## config.mk

```make
export PLATFORM = sky130hd
export DESIGN_NAME = dicr_regs
export DESIGN_NICKNAME = d
export VERILOG_FILES = /design/src/include/dicr_pkg.sv /design/src/core/dicr_mem_sequencer.sv /design/src/core/dicr_regs.sv
export VERILOG_INCLUDE_DIRS = /design/src /design/src/include
export SDC_FILE = /design/constraint.sdc
export NUM_CORES = 1
export LEC_CHECK = 0
export ABC_AREA = 1
export BUFFER_PORTS_ARGS = -buffer_cell sky130_fd_sc_hd__buf_2
export CELL_PAD_IN_SITES_DETAIL_PLACEMENT = 0
export CELL_PAD_IN_SITES_GLOBAL_PLACEMENT = 2
export CORE_MARGIN = 2
export CORE_UTILIZATION = 36
export DETAILED_ROUTE_END_ITERATION = 7
export PLACE_DENSITY_LB_ADDON = 0.2
export SETUP_SLACK_MARGIN = 0.1
export SLEW_MARGIN = 15
export SYNTH_ARGS = -nofsm -noshare
export SYNTH_HDL_FRONTEND = slang
export SYNTH_HIERARCHICAL = 1
export SYNTH_SLANG_ARGS = --single-unit
```

## constraint.sdc

```tcl
create_clock -name clk -period 1.7 [get_ports clk]
set_clock_uncertainty 0.05 [all_clocks]
set_input_delay 0.085 -clock clk [delete_from_list [all_inputs] [get_ports clk]]
set_output_delay 0.085 -clock clk [all_outputs]
set_load 0.1 [all_outputs]
```

## src/include/dicr_defs.svh

```systemverilog
// Offsets, field positions, reset values and counts of the converter config register bank.
// Assumes an 8-bit register port with byte-wide offsets.
`ifndef DICR_DEFS_SVH
`define DICR_DEFS_SVH

// ----------------------------------------------------------------
// Register offsets
// ----------------------------------------------------------------
`define DICR_OFS_MODE      8'h01
`define DICR_OFS_FORMAT    8'h02
`define DICR_OFS_FILTER    8'h03
`define DICR_OFS_PLL       8'h04
`define DICR_OFS_REVISION  8'h0d
`define DICR_OFS_CALCLK    8'h0e
`define DICR_OFS_MEMCTL    8'h0f
`define DICR_OFS_MEMLOC    8'h10

// ----------------------------------------------------------------
// Reset values
// ----------------------------------------------------------------
`define DICR_RST_REG       8'h00
`define DICR_REVISION_ID   4'h5

// ----------------------------------------------------------------
// Mode register fields
// ----------------------------------------------------------------
`define DICR_MODE_EXTLOCK  0
`define DICR_MODE_SINGLE   1

// ----------------------------------------------------------------
// Input format and clock fields
// ----------------------------------------------------------------
`define DICR_FMT_UNSIGNED  7
`define DICR_FMT_SINGLE_PORT_INTERLEAVE   6
`define DICR_FMT_DRIVE     5
`define DICR_FMT_DLLEN     4
`define DICR_FMT_DIR       3

// ----------------------------------------------------------------
// Filter mode fields
// ----------------------------------------------------------------
`define DICR_FLT_CHANNEL   7
`define DICR_FLT_REAL_IMAG_OUTPUT_SELECT  6
`define DICR_FLT_HILBERT   5
`define DICR_FLT_HP8       4
`define DICR_FLT_HP4       3
`define DICR_FLT_HP2       2
`define DICR_FLT_CLKPOL    1
`define DICR_FLT_IQ_ORDER_POLARITY     0

// ----------------------------------------------------------------
// PLL fields
// ----------------------------------------------------------------
`define DICR_PLL_ON        7
`define DICR_PLL_MULT_LO   5
`define DICR_PLL_DIV_LO    3

// ----------------------------------------------------------------
// Calibration clock and memory control fields
// ----------------------------------------------------------------
`define DICR_CK_FUSE       7
`define DICR_CK_FUSE_WRITE_REQUEST     6
`define DICR_CK_SRC_LO     4
`define DICR_MC_CALSTAT    7
`define DICR_MC_CALIBRATION_RUN      6
`define DICR_MC_XSTAT      5
`define DICR_MC_XEN        4
`define DICR_MC_SWR        3
`define DICR_MC_SRD        2
`define DICR_MC_FRD        1
`define DICR_MC_BYPASS_CALIBRATION      0

// ----------------------------------------------------------------
// Calibration clock divider: code 0 divides by 2**5
// ----------------------------------------------------------------
`define DICR_CALDIV_BASE   4'd5
`define DICR_CALCNT_W      12

`endif

```

## src/include/dicr_pkg.sv

```systemverilog
// Types shared by the converter config register bank and its memory sequencer.
// Assumes dicr_defs.svh supplies all numeric constants.
package dicr_pkg;

  // Converter source routing
  typedef enum logic [1:0] {
    DICR_SRC_I    = 2'b00,
    DICR_SRC_Q    = 2'b01,
    DICR_SRC_REAL = 2'b10,
    DICR_SRC_IMAG = 2'b11
  } dicr_dac_src_t;

  // Memory operation index, priority order low index first
  typedef enum logic [1:0] {
    DICR_OP_FUSE_WR = 2'b00,
    DICR_OP_SMEM_WR = 2'b01,
    DICR_OP_SMEM_RD = 2'b10,
    DICR_OP_FUSE_RD = 2'b11
  } dicr_mem_op_t;

  // Memory sequencer state
  typedef enum logic [0:0] {
    DICR_SEQ_IDLE = 1'b0,
    DICR_SEQ_BUSY = 1'b1
  } dicr_seq_state_t;

endpackage

```

## src/core/dicr_mem_sequencer.sv

```systemverilog
// Calibration clock divider and one-at-a-time memory operation sequencer.
// Assumes dataRateTick and memAck are already on clk; requests are held until done.
`timescale 1ns/10ps
`include "dicr_defs.svh"

module dicr_mem_sequencer (
  // Clock and reset
  input wire logic clk,
  input wire logic rst_n,
  // Calibration clock
  input wire logic calRun,
  input wire logic [2:0] calDivide,
  input wire logic dataRateTick,
  output logic calClock_q,
  // Memory operations
  input wire logic [3:0] opPending,
  input wire logic memAck,
  output logic [3:0] opStrobe_q,
  output logic [3:0] opDone_q
);

  // ----------------------------------------------------------------
  // Helpers
  // ----------------------------------------------------------------
  function automatic logic [`DICR_CALCNT_W-1:0] halfPeriod(input logic [2:0] code);
    logic [3:0] shiftAmt;
    shiftAmt = `DICR_CALDIV_BASE + {1'b0, code} - 4'd1;
    halfPeriod = `DICR_CALCNT_W'(1) << shiftAmt;
  endfunction

  function automatic logic [3:0] firstOne(input logic [3:0] req);
    logic [3:0] pick;
    pick = 4'h0;
    for (int i = 3; i >= 0; i--) begin
      if (req[i]) begin
        pick = 4'h0;
        pick[i] = 1'b1;
      end
    end
    firstOne = pick;
  endfunction

  // ----------------------------------------------------------------
  // Calibration clock
  // ----------------------------------------------------------------
  logic [`DICR_CALCNT_W-1:0] calCount_q;

  always_ff @(posedge clk or negedge rst_n) begin
    if (!rst_n) begin
      calCount_q <= '0;
      calClock_q <= 1'b0;
    end else if (!calRun) begin
      calCount_q <= '0;
      calClock_q <= 1'b0;
    end else if (dataRateTick) begin
      if (calCount_q == halfPeriod(calDivide) - `DICR_CALCNT_W'(1)) begin
        calCount_q <= '0;
        calClock_q <= ~calClock_q;
      end else begin
        calCount_q <= calCount_q + `DICR_CALCNT_W'(1);
      end
    end
  end

  // ----------------------------------------------------------------
  // Memory operations
  // ----------------------------------------------------------------
  dicr_pkg::dicr_seq_state_t state_q;
  logic [3:0] active_q;
  logic memAckLast_q;
  logic memAckRise;

  // Only a fresh ack ends an op; a long ack must not also end the next one
  assign memAckRise = memAck && !memAckLast_q;

  always_ff @(posedge clk or negedge rst_n) begin
    if (!rst_n) begin
      memAckLast_q <= 1'b0;
    end else begin
      memAckLast_q <= memAck;
    end
  end

  always_ff @(posedge clk or negedge rst_n) begin
    if (!rst_n) begin
      state_q <= dicr_pkg::DICR_SEQ_IDLE;
      active_q <= 4'h0;
      opStrobe_q <= 4'h0;
      opDone_q <= 4'h0;
    end else begin
      opStrobe_q <= 4'h0;
      opDone_q <= 4'h0;
      case (state_q)
        dicr_pkg::DICR_SEQ_IDLE: begin
          // Pending bit drops one cycle after done; do not issue it twice
          if (|(opPending & ~opDone_q)) begin
            active_q <= firstOne(opPending & ~opDone_q);
            opStrobe_q <= firstOne(opPending & ~opDone_q);
            state_q <= dicr_pkg::DICR_SEQ_BUSY;
          end
        end
        dicr_pkg::DICR_SEQ_BUSY: begin
          if (memAckRise) begin
            opDone_q <= active_q;
            active_q <= 4'h0;
            state_q <= dicr_pkg::DICR_SEQ_IDLE;
          end
        end
        default: begin
          state_q <= dicr_pkg::DICR_SEQ_IDLE;
        end
      endcase
    end
  end

endmodule

```

## src/core/dicr_regs.sv

```systemverilog
// Control and status register bank of the interpolating converter.
// Assumes a same-clock register port; status pins arrive from other domains.
`timescale 1ns/10ps
`include "dicr_defs.svh"

module dicr_regs (
  // Clock and reset
  input wire logic clk,
  input wire logic rst_n,
  // Register port
  input wire logic [7:0] regAddr,
  input wire logic [7:0] regWrData,
  input wire logic regWrStb,
  input wire logic regRdStb,
  output logic [7:0] regRdData_q,
  // Status pins from analog and DLL
  input wire logic [2:0] dllFlagsPin,
  input wire logic masterFusePin,
  input wire logic calDonePin,
  input wire logic xferDonePin,
  input wire logic memAckPin,
  // Data rate strobe from the data path
  input wire logic dataRateTick,
  // Data path controls
  output logic unsignedInput_q,
  output logic singlePortInterleave_q,
  output logic ifaceClkDrive24mA_q,
  output logic ifaceClkDllOn_q,
  output logic ifaceClkOe_n_q,
  output logic ifaceClkPolarity_q,
  output logic iqOrderPolarity_q,
  output dicr_pkg::dicr_dac_src_t dacSource_q,
  output logic hilbertOn_q,
  output logic [2:0] stageHighpass_q,
  // Clock multiplier
  output logic clock_multiplier_enable_q,
  output logic [1:0] pllMultiply_q,
  output logic [1:0] pllDivide_q,
  // Calibration and memory
  output logic calRunning_q,
  output logic calClock_q,
  output logic xferRunning_q,
  output logic bypassCal_q,
  output logic [7:0] memLocation_q,
  output logic [3:0] memOpStrobe_q
);

  // ----------------------------------------------------------------
  // Helpers
  // ----------------------------------------------------------------
  function automatic logic hit(input logic [7:0] a, input logic [7:0] ofs);
    hit = (a == ofs);
  endfunction

  // ----------------------------------------------------------------
  // Synchronisers
  // ----------------------------------------------------------------
  logic [6:0] pinMeta_q;
  logic [6:0] pinSync_q;
  logic [2:0] dllFlags;
  logic masterFuse;
  logic calDone;
  logic xferDone;
  logic memAck;

  // Pins change freely; two stages before any use
  always_ff @(posedge clk or negedge rst_n) begin
    if (!rst_n) begin
      pinMeta_q <= 7'h00;
      pinSync_q <= 7'h00;
    end else begin
      pinMeta_q <= {memAckPin, xferDonePin, calDonePin, masterFusePin, dllFlagsPin};
      pinSync_q <= pinMeta_q;
    end
  end

  assign dllFlags = pinSync_q[2:0];
  assign masterFuse = pinSync_q[3];
  assign calDone = pinSync_q[4];
  assign xferDone = pinSync_q[5];
  assign memAck = pinSync_q[6];

  // ----------------------------------------------------------------
  // Write decode
  // ----------------------------------------------------------------
  logic wrMode;
  logic wrFormat;
  logic wrFilter;
  logic wrPll;
  logic wrCalClk;
  logic wrMemCtl;
  logic wrMemLoc;

  assign wrMode = regWrStb && hit(regAddr, `DICR_OFS_MODE);
  assign wrFormat = regWrStb && hit(regAddr, `DICR_OFS_FORMAT);
  assign wrFilter = regWrStb && hit(regAddr, `DICR_OFS_FILTER);
  assign wrPll = regWrStb && hit(regAddr, `DICR_OFS_PLL);
  assign wrCalClk = regWrStb && hit(regAddr, `DICR_OFS_CALCLK);
  assign wrMemCtl = regWrStb && hit(regAddr, `DICR_OFS_MEMCTL);
  assign wrMemLoc = regWrStb && hit(regAddr, `DICR_OFS_MEMLOC);

  // ----------------------------------------------------------------
  // Plain configuration registers
  // ----------------------------------------------------------------
  logic [1:0] mode_q;
  logic [7:3] format_q;
  logic [7:0] filter_q;
  logic [7:0] pll_q;
  logic [2:0] calDivide_q;

  always_ff @(posedge clk or negedge rst_n) begin
    if (!rst_n) begin
      mode_q <= 2'b00;
      format_q <= 5'h00;
      filter_q <= `DICR_RST_REG;
      pll_q <= `DICR_RST_REG;
      calDivide_q <= 3'h0;
      memLocation_q <= `DICR_RST_REG;
    end else begin
      if (wrMode) begin
        mode_q <= regWrData[1:0];
      end
      if (wrFormat) begin
        format_q <= regWrData[7:3];
      end
      if (wrFilter) begin
        filter_q <= regWrData;
      end
      if (wrPll) begin
        pll_q <= regWrData;
      end
      if (wrCalClk) begin
        calDivide_q <= regWrData[2:0];
      end
      if (wrMemLoc) begin
        memLocation_q <= regWrData;
      end
    end
  end

  // ----------------------------------------------------------------
  // Memory control and status
  // ----------------------------------------------------------------
  logic calRun_q;
  logic calStat_q;
  logic xferRun_q;
  logic fuse_transfer_done_q;
  logic bypass_q;
  logic [3:0] opPend_q;
  logic [3:0] opDone;
  logic [3:0] opWrite;
  logic calStart;
  logic xferStart;

  // Op bits: fuse write, static write, static read, fuse read
  assign opWrite[0] = wrCalClk && regWrData[`DICR_CK_FUSE_WRITE_REQUEST];
  assign opWrite[1] = wrMemCtl && regWrData[`DICR_MC_SWR];
  assign opWrite[2] = wrMemCtl && regWrData[`DICR_MC_SRD];
  assign opWrite[3] = wrMemCtl && regWrData[`DICR_MC_FRD];
  assign calStart = wrMemCtl && regWrData[`DICR_MC_CALIBRATION_RUN];
  assign xferStart = wrMemCtl && regWrData[`DICR_MC_XEN];

  always_ff @(posedge clk or negedge rst_n) begin
    if (!rst_n) begin
      calRun_q <= 1'b0;
    end else if (calStart) begin
      calRun_q <= 1'b1;
    end else if (wrMemCtl) begin
      calRun_q <= 1'b0;
    end else if (calDone) begin
      calRun_q <= 1'b0;
    end
  end

  always_ff @(posedge clk or negedge rst_n) begin
    if (!rst_n) begin
      calStat_q <= 1'b0;
    end else if (calRun_q && calDone) begin
      calStat_q <= 1'b1;
    end else if (calStart) begin
      calStat_q <= 1'b0;
    end
  end

  always_ff @(posedge clk or negedge rst_n) begin
    if (!rst_n) begin
      xferRun_q <= 1'b0;
    end else if (xferStart) begin
      xferRun_q <= 1'b1;
    end else if (wrMemCtl) begin
      xferRun_q <= 1'b0;
    end else if (xferDone) begin
      xferRun_q <= 1'b0;
    end
  end

  always_ff @(posedge clk or negedge rst_n) begin
    if (!rst_n) begin
      fuse_transfer_done_q <= 1'b0;
    end else if (xferRun_q && xferDone) begin
      fuse_transfer_done_q <= 1'b1;
    end else if (xferStart) begin
      fuse_transfer_done_q <= 1'b0;
    end
  end

  always_ff @(posedge clk or negedge rst_n) begin
    if (!rst_n) begin
      bypass_q <= 1'b0;
    end else if (wrMemCtl) begin
      bypass_q <= regWrData[`DICR_MC_BYPASS_CALIBRATION];
    end
  end

  // Requests held until done; a new write wins
  always_ff @(posedge clk or negedge rst_n) begin
    if (!rst_n) begin
      opPend_q <= 4'h0;
    end else begin
      opPend_q <= (opPend_q & ~opDone) | opWrite;
    end
  end

  // ----------------------------------------------------------------
  // Sequencer
  // ----------------------------------------------------------------
  logic calClockRaw;
  logic [3:0] opStrobeRaw;

  dicr_mem_sequencer uSeq (
    .clk(clk),
    .rst_n(rst_n),
    .calRun(calRun_q),
    .calDivide(calDivide_q),
    .dataRateTick(dataRateTick),
    .calClock_q(calClockRaw),
    .opPending(opPend_q),
    .memAck(memAck),
    .opStrobe_q(opStrobeRaw),
    .opDone_q(opDone)
  );

  // ----------------------------------------------------------------
  // Data path controls
  // ----------------------------------------------------------------
  logic singleMode;
  logic extLock;

  assign singleMode = mode_q[`DICR_MODE_SINGLE];
  assign extLock = mode_q[`DICR_MODE_EXTLOCK];

  // Registered so every control leaves on a flop
  always_ff @(posedge clk or negedge rst_n) begin
    if (!rst_n) begin
      unsignedInput_q <= 1'b0;
      singlePortInterleave_q <= 1'b0;
      ifaceClkDrive24mA_q <= 1'b0;
      ifaceClkDllOn_q <= 1'b0;
      ifaceClkOe_n_q <= 1'b1;
      ifaceClkPolarity_q <= 1'b0;
      iqOrderPolarity_q <= 1'b0;
      dacSource_q <= dicr_pkg::DICR_SRC_I;
      hilbertOn_q <= 1'b0;
      stageHighpass_q <= 3'h0;
    end else begin
      unsignedInput_q <= format_q[`DICR_FMT_UNSIGNED];
      singlePortInterleave_q <= format_q[`DICR_FMT_SINGLE_PORT_INTERLEAVE];
      ifaceClkDrive24mA_q <= format_q[`DICR_FMT_DRIVE];
      ifaceClkDllOn_q <= format_q[`DICR_FMT_DLLEN] && !extLock && !format_q[`DICR_FMT_DIR];
      ifaceClkOe_n_q <= !(format_q[`DICR_FMT_DIR] && !extLock);
      ifaceClkPolarity_q <= filter_q[`DICR_FLT_CLKPOL];
      iqOrderPolarity_q <= filter_q[`DICR_FLT_IQ_ORDER_POLARITY];
      if (singleMode) begin
        dacSource_q <= filter_q[`DICR_FLT_REAL_IMAG_OUTPUT_SELECT] ? dicr_pkg::DICR_SRC_IMAG
                                                    : dicr_pkg::DICR_SRC_REAL;
      end else begin
        dacSource_q <= filter_q[`DICR_FLT_CHANNEL] ? dicr_pkg::DICR_SRC_Q
                                                   : dicr_pkg::DICR_SRC_I;
      end
      hilbertOn_q <= singleMode && filter_q[`DICR_FLT_HILBERT];
      stageHighpass_q <= {filter_q[`DICR_FLT_HP8], filter_q[`DICR_FLT_HP4],
                          filter_q[`DICR_FLT_HP2]};
    end
  end

  always_ff @(posedge clk or negedge rst_n) begin
    if (!rst_n) begin
      clock_multiplier_enable_q <= 1'b0;
      pllMultiply_q <= 2'b00;
      pllDivide_q <= 2'b00;
    end else begin
      clock_multiplier_enable_q <= pll_q[`DICR_PLL_ON];
      pllMultiply_q <= pll_q[`DICR_PLL_MULT_LO +: 2];
      pllDivide_q <= pll_q[`DICR_PLL_DIV_LO +: 2];
    end
  end

  // Calibration and memory controls
  always_ff @(posedge clk or negedge rst_n) begin
    if (!rst_n) begin
      calRunning_q <= 1'b0;
      calClock_q <= 1'b0;
      xferRunning_q <= 1'b0;
      bypassCal_q <= 1'b0;
      memOpStrobe_q <= 4'h0;
    end else begin
      calRunning_q <= calRun_q;
      calClock_q <= calClockRaw;
      xferRunning_q <= xferRun_q;
      bypassCal_q <= bypass_q;
      memOpStrobe_q <= opStrobeRaw;
    end
  end

  // ----------------------------------------------------------------
  // Read path
  // ----------------------------------------------------------------
  logic [7:0] rdMux;
  logic [2:0] dllFlagsShown;
  logic [1:0] calSource;

  // Flags mean nothing with the DLL off, so they read zero
  assign dllFlagsShown = ifaceClkDllOn_q ? dllFlags : 3'h0;
  // Uncalibrated when bypassed, else self calibration once a run has finished
  assign calSource = bypass_q ? 2'b00 : (calStat_q ? 2'b01 : 2'b00);

  always_comb begin
    rdMux = 8'h00;
    case (regAddr)
      `DICR_OFS_MODE: begin
        rdMux = {6'h00, mode_q};
      end
      `DICR_OFS_FORMAT: begin
        rdMux = {format_q, dllFlagsShown};
      end
      `DICR_OFS_FILTER: begin
        rdMux = filter_q;
      end
      `DICR_OFS_PLL: begin
        rdMux = pll_q;
      end
      `DICR_OFS_REVISION: begin
        rdMux = {4'h0, `DICR_REVISION_ID};
      end
      `DICR_OFS_CALCLK: begin
        rdMux = {masterFuse, opPend_q[0], calSource, 1'b0, calDivide_q};
      end
      `DICR_OFS_MEMCTL: begin
        rdMux = {calStat_q, calRun_q, fuse_transfer_done_q, xferRun_q,
                 opPend_q[1], opPend_q[2], opPend_q[3], bypass_q};
      end
      `DICR_OFS_MEMLOC: begin
        rdMux = memLocation_q;
      end
      default: begin
        rdMux = 8'h00;
      end
    endcase
  end

  // Data stands only in the cycle after the strobe
  always_ff @(posedge clk or negedge rst_n) begin
    if (!rst_n) begin
      regRdData_q <= 8'h00;
    end else if (regRdStb) begin
      regRdData_q <= rdMux;
    end else begin
      regRdData_q <= 8'h00;
    end
  end

endmodule

```

==> metrics.yaml <==
outcome:
  status: "finished clean"
pwr:
  share_seq_of_total_power_pct: 40.4
  p_leak_nw: 3.33
  power.switching_mw: 2.32
  clockPowerShare_pct: 44.2
  total_power_mw: 7.99
  switching_share_pct: 29.0
  combPwrFrac_pct: 15.4
  internal-power_mw: 5.67
  peakVddDrop_mv: 0.671
  powerDensity_nw_per_um2: 1220
worst_hold_path:
  hp-class: "input port to register"
  hp-start: "regWrData[6]"
final_layout:
  ff_latch_area_um2: 2960
  drive_above_1_share_pct: 29.4
  antennaDiodeCount: 0
  num-nets-final: 667
  area_growth_pct: 27.9
  fill_cells: 1358
  multi_input_area_um2: 1890
global_routing:
  grt_pass1_wl_um: 20000
  grt_util_all_layers_pct: 17.8
  grt_pass1_vias: 3863
  antenna_found_initial: 0
  grt_max_degree: 47
  grt_overflow_total: 0
critical_path:
  cp_top_family: "simple AND/OR/NAND/NOR gates"
  path_cells: "buf_6 > nand2_4 > nand2_2 > nand2_2 > nand2_2 > nor2_2 > nand3_2 > nand2_4 > clkbuf_16 > a21oi_2"
  critPathSlowestCell: "dfrtp_2"
  reg2reg_from: "calDivide_q[2]"
  timing.critical_path.from: "calDivide_q[2]"
  critPathLaunchType: "register"
  worst-setup-path-type: "register to register"
  crit_required_ns: 1.94
  cp.buffers_inverters: 2
  crit_path_end_kind: "register"
  worst_path_most_repeated_cell: "nand2_2"
  cp_max_fo: 5
  crit_arrival_ns: 1.78
  cpPeakStageDelay_ns: 0.44
route:
  met2_length_um: 5600
  wirelength_um: 12200
  drc_errors: 0
  drt_iter0_drc: 230
  ant_nets: 0
  top_layer_used: "met4"
  drt-pass1-iter-count: 5
  wl_met3_um: 608
  wl_met1_um: 5770
  viasPerCell: 4.65
  vias: 3858
  wl_per_cell_um: 14.7
cts:
  cts_sinks: 118
  clk_pin_slew_ns: 0.05
  h-tree-depth: 4
  clkLatencyLatePin_ns: 0.41
  cts_buffers: 17
  cts_tree: "done"
  cts_buffer_depth: 2
  root_buffer: "clkbuf_16"
floorplan:
  die_y_um: 123
  rows: 43
  start_util_pct: 36.9
  boundaryPins: 70
  coreArea_um2: 13900
  die_area_um2: 15200
  die_w_um: 123
timing:
  fmax_mhz: 651
  min_period_ns: 1.53
  slew_headroom_pct: 67.2
  slew_viol_final: 0
  setup_tns_ns: 0
  rsz0062_at_grt: "true"
  worstMarginPinSlew_ns: 0.496
  finalHoldViolCount: 0
  min_period_over_period_pct: 90.3
  final-setup-viol-count: 0
flow_run:
  drv_cap: 0
synthesis:
  syn_inst: 532
  synth_edf_count: 0
  synth_nets: 561
  synth_top_cell_by_area: "dfrtp_1"
  synth_common_cells: "dfrtp_1 (117), nand2_1 (104), nor2_1 (60), nand3_1 (57), inv_1 (56)"
  syn_area_um2: 5120
  synth.distinct_cells: 39
  ys_seq_elements: 118
  synth.area.top_cells: "dfrtp_1 (57%), nand2_1 (7.6%), nand3_1 (5.6%)"
  async_reset_ff_share_pct: 100
  syn_avg_cell_area_um2: 9.63
  yosys_most_used_dff: "dfrtp_1"
  synth_top_cell_area_share_pct: 57.1
  yosysMostFrequentCell: "dfrtp_1"
  ys_warn_count: 6
  yosysSeqAreaShare_pct: 57.6
place:
  dp_hpwl_um: 8900
  place.gp.congestion: 0.838
  numPortBuffers: 69
-- metrics by stage --
stage	instances	cell area [um^2]	hold slack, ns	util (%)	setup WS [ns]
2_1_floorplan	532	5120	-0.261	-	0.200
6_report	830	6550	0.00701	47.2	0.165
4_1_cts	826	6430	0.00813	46.3	0.102
5_1_grt	830	6550	0.0108	47.2	0.0651
3_3_place_gp	781	5710	-0.0102	41.1	0.156
3_5_place_dp	781	5710	-0.0110	41.1	0.109
-- worst paths after layout --
path,endpoint,slack (ns),depth (start not counted)
worst max-delay path,uSeq/calCount_q[2],0.17,10
worst min-delay path,pll_q[6],0.007,3
worst max register to register,uSeq/calCount_q[2],0.17,10
worst min register to register,pinSync_q[2],0.29,0
max in group asynchronous,calDivide_q[1],0.91,3
min in group asynchronous,stageHighpass_q[1],0.09,2
-- flip-flops by register name, indices dropped and copies added, names as in the netlist, 5 cells and up --
name,count
regRdData_q,8
pinSync_q,7
filter_q,8
pinMeta_q,7
uSeq/calCount_q,12
format_q,5
pll_q,8
memLocation_q,8
-- power groups by stage --
stage	logic [mW]	clock network (mW)	registers, mW
after floorplan	0.434	0	3.70
after global placement	1.19	0	3.27
after detailed placement	1.20	0	3.28
after CTS	1.23	3.61	3.23
after global routing	1.34	3.75	3.26
final	1.23	3.53	3.23
-- cells by family (layout without fill, tap and decap cells) --
group / Yosys count / count (layout) / synth area share [%]
flip-flops: 118 / 118 / 57.6
multiplexers: 1 / 1 / 0.220
adder cells (fa/ha/maj): 1 / 1 / 0.244
AND/OR/NAND/NOR: 264 / 264 / 25.3
buffers and inverters: 73 / 191 / 6.76
XOR/XNOR: 8 / 8 / 1.37
AO/OA/AOI/OAI: 67 / 67 / 8.47
-- layout by cell type, fill, tap and decap left out, types with 14 or more instances in the layout --
cell type,netlist,layout
nor2_1,60,58
dfrtp_1,117,114
inv_1,56,56
buf_2,1,68
clkbuf_16,0,18
a21oi_1,18,18
dlygate4sd3_1,0,14
nand3_1,57,55
nand2_1,104,97
o21ai_0,17,17
-- repair_timing --
action,4_1_cts,5_1_grt
hold endpoints to repair,143,0
resized for setup,0,26
setup endpoints to repair,0,13
buffers inserted,0,3
hold buffers,14,0
-- tightest hold or removal path: stages --
cell,delay (ns)
buf_2,0.08
inv_1,0.12
a21oi_2,0.14
-- final cells by class --
cell class,count,share of cell area [%]
multi-input cells,341,28.8
inverters,63,3.72
clock buffers,21,6.87
clock inverters,10,1.99
repair buffers,97,10.1
flip-flops and latches,118,45.1
well taps,180,3.44
-- layer usage --
metal | GRT usage (%) | vias to the layer above
met5 | 0 | -
met4 | 7.81 | 0
met3 | 3.87 | 19
met2 | 26.6 | 87
met1 | 24.8 | 1840
li1 | - | 1912
(Power assumes the default switching activity.)
